`src/verilog/viu_regs.svh`:
```
// register map, field positions and reset values of the vectored interrupt unit
// assumes 32-bit apb data, one aligned word per register, byte address = index * 4
`ifndef VIU_REGS_SVH
`define VIU_REGS_SVH

// register indices; the byte address is the index shifted left by two
`define VIU_IDX_SETUP      10'h007
`define VIU_IDX_FLAG_LOW   10'h011
`define VIU_IDX_FLAG_HIGH  10'h012
`define VIU_IDX_EN_LOW     10'h020
`define VIU_IDX_EN_HIGH    10'h021
`define VIU_IDX_IRQ_STAT   10'h022
`define VIU_IDX_IRQ_MASK   10'h023
`define VIU_IDX_CORE_STATE 10'h024

// field positions
`define VIU_SETUP_AUTO_BIT 5
`define VIU_EVT_ACCEPT     0
`define VIU_EVT_RETURN     1
`define VIU_EVT_MASKED     2

// reset values
`define VIU_SETUP_RST      8'h00
`define VIU_FLAG_RST       16'h0000
`define VIU_EN_RST         16'h0000
`define VIU_EVT_RST        3'h0

// call targets: sources 0..14 call 1..15, source 15 calls 17, 16 is never used
`define VIU_LAST_TARGET    5'h11
`define VIU_HOLE_TARGET    5'h10

`endif

```
`src/verilog/viu_pkg.sv`:
```
// types shared by the vectored interrupt unit
// assumes nothing beyond a systemverilog compiler
package viu_pkg;

    // sequencing of one interrupt entry and exit
    typedef enum logic [1:0] {
        VIU_IDLE,
        VIU_SERVICE,
        VIU_GUARD
    } viu_state_e;

endpackage : viu_pkg

```
`src/verilog/viu_prio_pick.sv`:
```
// fixed-order pick of the first enabled pending source and its call target
// assumes bit 0 is the most urgent source and bit 15 the least
`timescale 1ns/1ps
`default_nettype none
`include "viu_regs.svh"

module viu_prio_pick
    import viu_pkg::*;
(
    input  wire logic [15:0] pend,   // pending and enabled sources
    output logic             found,  // at least one source waits
    output logic [4:0]       target  // call target of the winner
);
    logic [16:0]   above;            // some more urgent source is pending
    logic [4:0]    code_acc [0:16];  // target accumulated down the chain

    assign above[0]    = 1'b0;
    assign code_acc[0] = 5'h00;

    // one stage per source: it wins only if nothing above it is pending
    genvar i;
    generate
        for (i = 0; i < 16; i++) begin : g_stage
            localparam logic [4:0] CODE = (i == 15) ? `VIU_LAST_TARGET : 5'(i + 1);
            logic hit;
            assign hit           = pend[i] & ~above[i];
            assign above[i+1]    = above[i] | pend[i];
            assign code_acc[i+1] = code_acc[i] | ({5{hit}} & CODE);
        end
    endgenerate

    assign found  = above[16];
    assign target = code_acc[16];

endmodule : viu_prio_pick
`default_nettype wire

```
`src/verilog/viu_core.sv`:
```
// vectored interrupt unit: flags, enables, fixed-order pick, call injection,
// nesting guard and optional accumulator/status save, behind an apb slave
// assumes the cpu sequencer and the event sources run on pclk
`timescale 1ns/1ps
`default_nettype none
`include "viu_regs.svh"

module viu_core
    import viu_pkg::*;
(
    input  wire logic        pclk,            // system clock, 40 mhz
    input  wire logic        presetn,         // asynchronous reset, active low
    input  wire logic        ce,              // clock enable, freezes all state when low
    input  wire logic        psel,            // apb select
    input  wire logic        penable,         // apb access phase
    input  wire logic        pwrite,          // apb direction
    input  wire logic [11:0] paddr,           // apb byte address
    input  wire logic [31:0] pwdata,          // apb write data
    output logic      [31:0] prdata,          // apb read data
    output logic             pready,          // apb ready
    output logic             pslverr,         // apb error for unmapped address
    input  wire logic [15:0] src_event,       // per-source event level, bit 0 most urgent
    input  wire logic        instr_done,      // current instruction completes this cycle
    input  wire logic        instr_is_reti,   // the completing instruction is a return
    input  wire logic [7:0]  acc_in,          // live accumulator
    input  wire logic [7:0]  status_in,       // live status register
    output logic             inject_call,     // insert a call instead of the next fetch
    output logic      [4:0]  call_target,     // address of the inserted call
    output logic             restore_ctx,     // load the saved context back
    output logic      [7:0]  acc_restore,     // saved accumulator
    output logic      [7:0]  status_restore,  // saved status
    output logic             wake_req,        // leave low-power state
    output logic      [4:0]  clk_setup,       // oscillator and divider bits of setup
    output logic             irq              // summary interrupt, level
);

    // a named copy of the reset image, because bits cannot be selected from a bare literal
    localparam logic [7:0] SETUP_RST = `VIU_SETUP_RST;

    viu_state_e    state;           // entry/exit sequencer
    logic [15:0]   flag;            // request flags, one per source
    logic [15:0]   en;              // individual enables
    logic          auto_save;       // context save enabled
    logic          in_service;      // high from entry until the guarded instruction ends, read back only
    logic [2:0]    evt_stat;        // sticky block events
    logic [2:0]    evt_mask;        // mask of the summary interrupt
    logic [15:0]   en_pend;         // enabled pending requests
    logic          pick_found;      // something to vector to
    logic [4:0]    pick_target;     // its call target
    logic          accept;          // take an interrupt at this edge
    logic          reti_done;       // the handler returns at this edge
    logic [2:0]    evt_now;         // events arising this cycle
    logic          apb_acc;         // access phase completes at this edge
    logic          wr_go;           // register write takes effect
    logic [9:0]    idx;             // register index from the address
    logic [15:0]   keep_low;        // keep mask from a low flag write
    logic [15:0]   keep_high;       // keep mask from a high flag write
    logic [7:0]    flag_low_view;   // flag register 11h as read
    logic [7:0]    flag_high_view;  // flag register 12h as read
    logic [31:0]   next_rdata;      // read mux
    logic          next_err;        // unmapped address

    // pick the winner among enabled requests
    assign en_pend = flag & en;
    viu_prio_pick u_pick (
        .pend   (en_pend),
        .found  (pick_found),
        .target (pick_target)
    );

    // entry is allowed at an instruction end, outside service; the guard
    // state is the instruction after the return, which may end in an entry
    assign accept    = ce && instr_done && pick_found && (state != VIU_SERVICE);
    assign reti_done = ce && instr_done && instr_is_reti && (state == VIU_SERVICE);

    // apb decode
    assign idx     = paddr[11:2];
    assign apb_acc = psel && penable && pready;
    assign wr_go   = ce && apb_acc && pwrite && !pslverr;

    // flag register bit layout: low byte holds sources 0..7 from bit 7 down,
    // high byte scatters sources 8..15 as the data map shows
    assign flag_low_view  = {flag[0], flag[1], flag[2], flag[3],
                             flag[4], flag[5], flag[6], flag[7]};
    assign flag_high_view = {flag[15], flag[14], flag[10], flag[8],
                             flag[9], flag[13], flag[12], flag[11]};

    // write zero to clear, one to keep; only a whole-byte write is safe
    // because a read-modify-write could turn a fresh set into a zero
    always_comb begin
        keep_low  = 16'hFFFF;
        keep_high = 16'hFFFF;
        if (wr_go && idx == `VIU_IDX_FLAG_LOW) begin
            keep_low[7:0] = {pwdata[0], pwdata[1], pwdata[2], pwdata[3],
                             pwdata[4], pwdata[5], pwdata[6], pwdata[7]};
        end
        if (wr_go && idx == `VIU_IDX_FLAG_HIGH) begin
            keep_high[15:8] = {pwdata[7], pwdata[6], pwdata[2], pwdata[1],
                               pwdata[0], pwdata[5], pwdata[3], pwdata[4]};
        end
    end

    // request flags: the event level sets and wins over a clear in the same cycle
    always_ff @(posedge pclk or negedge presetn) begin
        if (!presetn) begin
            flag <= `VIU_FLAG_RST;
        end else if (ce) begin
            flag <= (flag & keep_low & keep_high) | src_event;
        end
    end

    // individual enables, one bit per source
    always_ff @(posedge pclk or negedge presetn) begin
        if (!presetn) begin
            en <= `VIU_EN_RST;
        end else if (wr_go && idx == `VIU_IDX_EN_LOW) begin
            en[7:0] <= pwdata[7:0];
        end else if (wr_go && idx == `VIU_IDX_EN_HIGH) begin
            en[15:8] <= pwdata[7:0];
        end
    end

    // setup register is write-only; bit 5 steers the context save
    always_ff @(posedge pclk or negedge presetn) begin
        if (!presetn) begin
            auto_save <= SETUP_RST[`VIU_SETUP_AUTO_BIT];
            clk_setup <= SETUP_RST[4:0];
        end else if (wr_go && idx == `VIU_IDX_SETUP) begin
            auto_save <= pwdata[`VIU_SETUP_AUTO_BIT];
            clk_setup <= pwdata[4:0];
        end
    end

    // sequencer: idle, in service, then one guarded instruction after return
    always_ff @(posedge pclk or negedge presetn) begin
        if (!presetn) begin
            state      <= VIU_IDLE;
            in_service <= 1'b0;
        end else if (ce) begin
            case (state)
                VIU_IDLE: begin
                    if (accept) begin
                        state      <= VIU_SERVICE;
                        in_service <= 1'b1;
                    end
                end
                VIU_SERVICE: begin
                    if (reti_done) begin
                        state <= VIU_GUARD;
                    end
                end
                VIU_GUARD: begin
                    // in_service drops at the end of the instruction after the return unless an entry is taken
                    if (accept) begin
                        state <= VIU_SERVICE;
                    end else if (instr_done) begin
                        state      <= VIU_IDLE;
                        in_service <= 1'b0;
                    end
                end
                default: begin
                    state      <= VIU_IDLE;
                    in_service <= 1'b0;
                end
            endcase
        end
    end

    // call injection: one pulse with the winner's target
    always_ff @(posedge pclk or negedge presetn) begin
        if (!presetn) begin
            inject_call <= 1'b0;
            call_target <= 5'h00;
        end else if (ce) begin
            inject_call <= accept;
            if (accept) begin
                call_target <= pick_target;
            end
        end
    end

    // context save on entry and restore pulse on exit, both only when enabled
    always_ff @(posedge pclk or negedge presetn) begin
        if (!presetn) begin
            acc_restore    <= 8'h00;
            status_restore <= 8'h00;
            restore_ctx    <= 1'b0;
        end else if (ce) begin
            if (accept && auto_save) begin
                acc_restore    <= acc_in;
                status_restore <= status_in;
            end
            restore_ctx <= reti_done && auto_save;
        end
    end

    // wake request follows any enabled pending flag, even while in service
    always_ff @(posedge pclk or negedge presetn) begin
        if (!presetn) begin
            wake_req <= 1'b0;
        end else if (ce) begin
            wake_req <= |en_pend;
        end
    end

    // block events: entry, return, and an event on a disabled source
    assign evt_now = {ce && |(src_event & ~en), reti_done, accept};

    // sticky event status, write one to clear, a new event wins over the clear
    always_ff @(posedge pclk or negedge presetn) begin
        if (!presetn) begin
            evt_stat <= `VIU_EVT_RST;
            evt_mask <= `VIU_EVT_RST;
        end else if (ce) begin
            if (wr_go && idx == `VIU_IDX_IRQ_STAT) begin
                evt_stat <= (evt_stat & ~pwdata[2:0]) | evt_now;
            end else begin
                evt_stat <= evt_stat | evt_now;
            end
            if (wr_go && idx == `VIU_IDX_IRQ_MASK) begin
                evt_mask <= pwdata[2:0];
            end
        end
    end

    // summary interrupt, registered
    always_ff @(posedge pclk or negedge presetn) begin
        if (!presetn) begin
            irq <= 1'b0;
        end else if (ce) begin
            irq <= |(evt_stat & evt_mask);
        end
    end

    // read mux and decode error; the setup register reads as zero
    always_comb begin
        next_rdata = 32'h0000_0000;
        next_err   = 1'b0;
        case (idx)
            `VIU_IDX_SETUP:      next_rdata = 32'h0000_0000;
            `VIU_IDX_FLAG_LOW:   next_rdata = {24'h00_0000, flag_low_view};
            `VIU_IDX_FLAG_HIGH:  next_rdata = {24'h00_0000, flag_high_view};
            `VIU_IDX_EN_LOW:     next_rdata = {24'h00_0000, en[7:0]};
            `VIU_IDX_EN_HIGH:    next_rdata = {24'h00_0000, en[15:8]};
            `VIU_IDX_IRQ_STAT:   next_rdata = {29'h0000_0000, evt_stat};
            `VIU_IDX_IRQ_MASK:   next_rdata = {29'h0000_0000, evt_mask};
            `VIU_IDX_CORE_STATE: next_rdata = {16'h0000, acc_restore, auto_save,
                                               in_service, 1'b0, call_target};
            default:             next_err   = 1'b1;
        endcase
    end

    // apb slave: one wait state, ready and data registered together
    always_ff @(posedge pclk or negedge presetn) begin
        if (!presetn) begin
            pready  <= 1'b0;
            pslverr <= 1'b0;
            prdata  <= 32'h0000_0000;
        end else if (ce) begin
            if (psel && penable && !pready) begin
                pready  <= 1'b1;
                pslverr <= next_err;
                prdata  <= pwrite ? 32'h0000_0000 : next_rdata;
            end else begin
                pready  <= 1'b0;
                pslverr <= 1'b0;
            end
        end
    end

    // helpers for the checks below
    logic [3:0] tgt_idx;            // source index of the current target
    assign tgt_idx = (call_target == `VIU_LAST_TARGET) ? 4'hF : 4'(call_target - 5'h01);
endmodule : viu_core
`default_nettype wire

```
`config.mk`:
```
export PLATFORM = sky130hd
export DESIGN_NAME = viu_core
export DESIGN_NICKNAME = d
export VERILOG_FILES = /design/src/verilog/viu_pkg.sv /design/src/verilog/viu_prio_pick.sv /design/src/verilog/viu_core.sv
export VERILOG_INCLUDE_DIRS = /design/src /design/src/verilog
export SDC_FILE = /design/constraint.sdc
export NUM_CORES = 1
export LEC_CHECK = 0
export BUFFER_PORTS_ARGS = -buffer_cell sky130_fd_sc_hd__buf_4
export CORE_MARGIN = 2
export CORE_UTILIZATION = 46
export CTS_CLUSTER_DIAMETER = 100
export DETAILED_ROUTE_END_ITERATION = 12
export PLACE_DENSITY = 0.75
export SLEW_MARGIN = 20
export SYNTH_ARGS = -nofsm -noshare
export SYNTH_HDL_FRONTEND = slang
export SYNTH_SLANG_ARGS = --single-unit
```
`constraint.sdc`:
```
create_clock -name pclk -period 2 [get_ports pclk]
set_input_delay 0.3 -clock pclk [delete_from_list [all_inputs] [get_ports pclk]]
set_output_delay 0.3 -clock pclk [all_outputs]
set_load 0.005 [all_outputs]
```
==> impl_metrics.json <==
{
  "post-route-drc-count": 0,
  "outcome": "finished clean",
  "fillCellCount": 822,
  "skew_ps": 9.178,
  "wl_um": 13870,
  "ant_nets": 0,
  "syn_area_mm2": 0.004482,
  "endpoint_kind": "flop",
  "ctsHtreeMaxLevel": 3,
  "p_switching_mw": 0.8772,
  "holdPathStages": 3,
  "synthArstFlopShare_pct": 100.0,
  "layout_commonest_cell": "buf_4",
  "antenna_cells_inserted": 0,
  "ys_types": 51,
  "die_h_um": 102.7,
  "worstMarginPinSlew_ps": 561.4,
  "dp.cells": 691,
  "synthTopCellsByArea": "dfrtp_1 (50%), mux2_2 (7.8%), nand2_1 (4.3%)",
  "drt_iter0_markers": 260,
  "seqPwrFrac_pct": 55.8,
  "synth_edf_count": 0,
  "antenna_found_initial": 0,
  "final-hold-violation-count": 0,
  "core_area_mm2": 0.009594,
  "finalWeightedCongestion": 0.9660,
  "design.die.area_mm2": 0.01055,
  "wire_per_inst_um": 19.53,
  "reg2reg_slack_ps": 30,
  "rows": 36,
  "max_freq_ghz": 0.5082,
  "grt_use_total_pct": 27.44,
  "p_leak_nw": 2.860,
  "multi_input_area_mm2": 0.002027,
  "regArea_mm2": 0.002252,
  "start_util_pct": 46.71,
  "ctsLongestPathBuffers": 2,
  "hold_end": "flag[10]",
  "path_clk_slew_ps": 100,
  "rsz0062_at_grt": "false",
  "grt_pass1_vias": 3999,
  "fin_crit_ps": 1968,
  "power_frac_clock_pct": 35.5,
  "crit_fanout": 16,
  "finalCritPeriodShare_pct": 98.38,
  "hp-class": "in -> reg",
  "crit_type": "reg -> reg",
  "sw_frac_of_total_pct": 26.47,
  "vdd_ir_drop_max_mv": 0.3465,
  "cts_root_buffer": "clkbuf_8",
  "clock_latency_ps": 370,
  "via_per_inst": 5.714,
  "cts_tree": "yes",
  "syn_to_final_growth_pct": 32.86,
  "ios": 148,
  "drv_cap": 0,
  "pwr-share-comb_pct": 8.8,
  "min_from": "src_event[10]",
  "syn-mean-instance-area_um2": 10.88,
  "slew_headroom_pct": 62.05,
  "grt_pass1_wl_um": 21630,
  "first_pass_iters": 5,
  "grt_max_degree": 34,
  "timing.rr.end": "acc_restore[5]",
  "synth.top_cell.area_share_pct": 50.25,
  "vias": 4057,
  "cp.arrival_ps": 2230,
  "start_kind": "flop",
  "postSynthCellCount": 412,
  "numCtsBuffers": 9,
  "ys.flop_type": "dfrtp_1",
  "setup_ws_ps": 32.45,
  "grt.overflow.total": 0,
  "r2r_start": "en[0]",
  "dpl.hpwl_um": 10650,
  "critPathRequiredTime_ps": 2260,
  "stdcell_count": 710,
  "dp_slack_ps": -49.82,
  "synth_seq_cells": 90,
  "slew_violations": 0,
  "fin_nets": 656,
  "drive_gt1_share_pct": 40.38,
  "startpoint": "en[0]",
  "yosysWarnings": 0,
  "yosysTopAreaCell": "dfrtp_1",
  "reg2regPathDepth": 6,
  "synth_seq_area_share_pct": 50.25,
  "numClockSinks": 90,
  "fp.dieW_um": 102.7,
  "io_buffers": 105,
  "layout_common_cells": "buf_4 (161), dfrtp_1 (90), nand2_1 (51)",
  "setup_viol": 0,
  "power_density_mw_per_mm2": 556.6,
  "intPower_mw": 2.437
}
-- kinds of logic after synthesis --
kind of cell / Yosys count / synth area share, %
mux: 44 / 11.81
buf+inv: 50 / 6.337
flops: 90 / 50.25
compound gates: 118 / 18.68
simple gates: 109 / 12.84
other cells: 1 / 0.08367
-- per-layer routing --
metal / track usage (%) / vias up / part of all wire, %
met4: 7.897 / 0 / 1.8
met2: 45.50 / 201 / 48
met5: 0 / - / 0
met3: 4.068 / 25 / 6.9
li1: - / 1819 / -
met1: 37.66 / 2012 / 43
-- flip-flops by register name (all words and copies together) (netlist names) --
| signal | flops |
|---|---|
| en | 16 |
| flag | 16 |
| prdata | 16 |
| acc_restore | 8 |
| status_restore | 8 |
| call_target | 5 |
| clk_setup | 5 |
| evt_mask | 3 |
| evt_stat | 3 |
| state | 2 |
| auto_save | 1 |
| in_service | 1 |
| inject_call | 1 |
| irq | 1 |
| pready | 1 |
| pslverr | 1 |
| restore_ctx | 1 |
| wake_req | 1 |
-- cells in the mapped netlist, types with 2 or more instances --
cell type  instances
and2_1             3
a222oi_1           5
nor2b_1            2
a22oi_1           10
mux2_4            10
nand2_1           51
o22ai_1            8
a31oi_1            3
nand2b_1           2
o21ai_0           38
a32oi_1            2
a221oi_1          13
nor2_1            12
nor4_2             2
a22o_1            17
dfrtp_1           90
buf_4             16
and3_1             4
a21o_1             4
mux2i_1            3
or4bb_1            2
buf_2              4
inv_1             20
mux2_2            31
o2bb2ai_1          4
clkbuf_1           6
or3_1              2
buf_6              2
nand3b_1           4
nor3_1             3
nand4_1            5
nand3_1            7
nor4b_1            3
a21oi_1            7
-- final cells by class --
type,count,share of cell area [%]
clock buffers,10,2.143
clock inverters,6,0.7985
inverters,20,1.261
multi-input cells,287,34.04
flip-flops and latches,90,37.82
well taps,133,2.795
repair buffers,164,21.14
-- power groups by stage --
stage	combinational (mW)	sequential (mW)	clock [mW]
floorplan	0.106	1.88	0
global placement	0.281	1.88	0
detailed placement	0.288	1.88	0
CTS	0.290	1.85	1.18
global route	0.322	1.85	1.28
finish	0.290	1.85	1.18
-- per-stage QoR --
| step | TNS (ps) | cell area [µm²] | hold slack [ps] | util [%] | total power [mW] |
|---|---|---|---|---|---|
| floorplan | -726.8 | 4538 | 4.409 | - | 1.987 |
| global placement | -1.281 | 5742 | 256.0 | 59.85 | 2.165 |
| detailed placement | -731.3 | 5742 | 267.9 | 59.85 | 2.172 |
| CTS | 0 | 5942 | 128.4 | 61.93 | 3.319 |
| global route | 0 | 5954 | 130.0 | 62.06 | 3.450 |
| finish | 0 | 5954 | 131.4 | 62.06 | 3.314 |
-- timing repair --
action / 4_1_cts / 5_1_grt
pin swaps: 1 / 2
gates resized for setup: 0 / 4
hold endpoints to repair: 29 / 0
cloned: 0 / 0
setup endpoints to repair: 18 / 15
hold buffers: 1 / 0
setup buffers: 2 / 0
-- critical path: stages (launching register included) --
cell and delay (ps):
dfrtp_1 390, a222oi_1 450, buf_4 200, and2_4 150, a31oi_4 90, and2_4 240
mux2_4 320
-- how the worst max path moves through the flow --
stage | end | slack (ps)
after floorplan | acc_restore[0] | -70
after global placement | call_target[0] | -1
after detailed placement | acc_restore[1] | -50
after CTS | acc_restore[5] | 30
after global routing | call_target[0] | 30
final | acc_restore[5] | 30
Note: power is estimated with default switching activity, not from simulation.
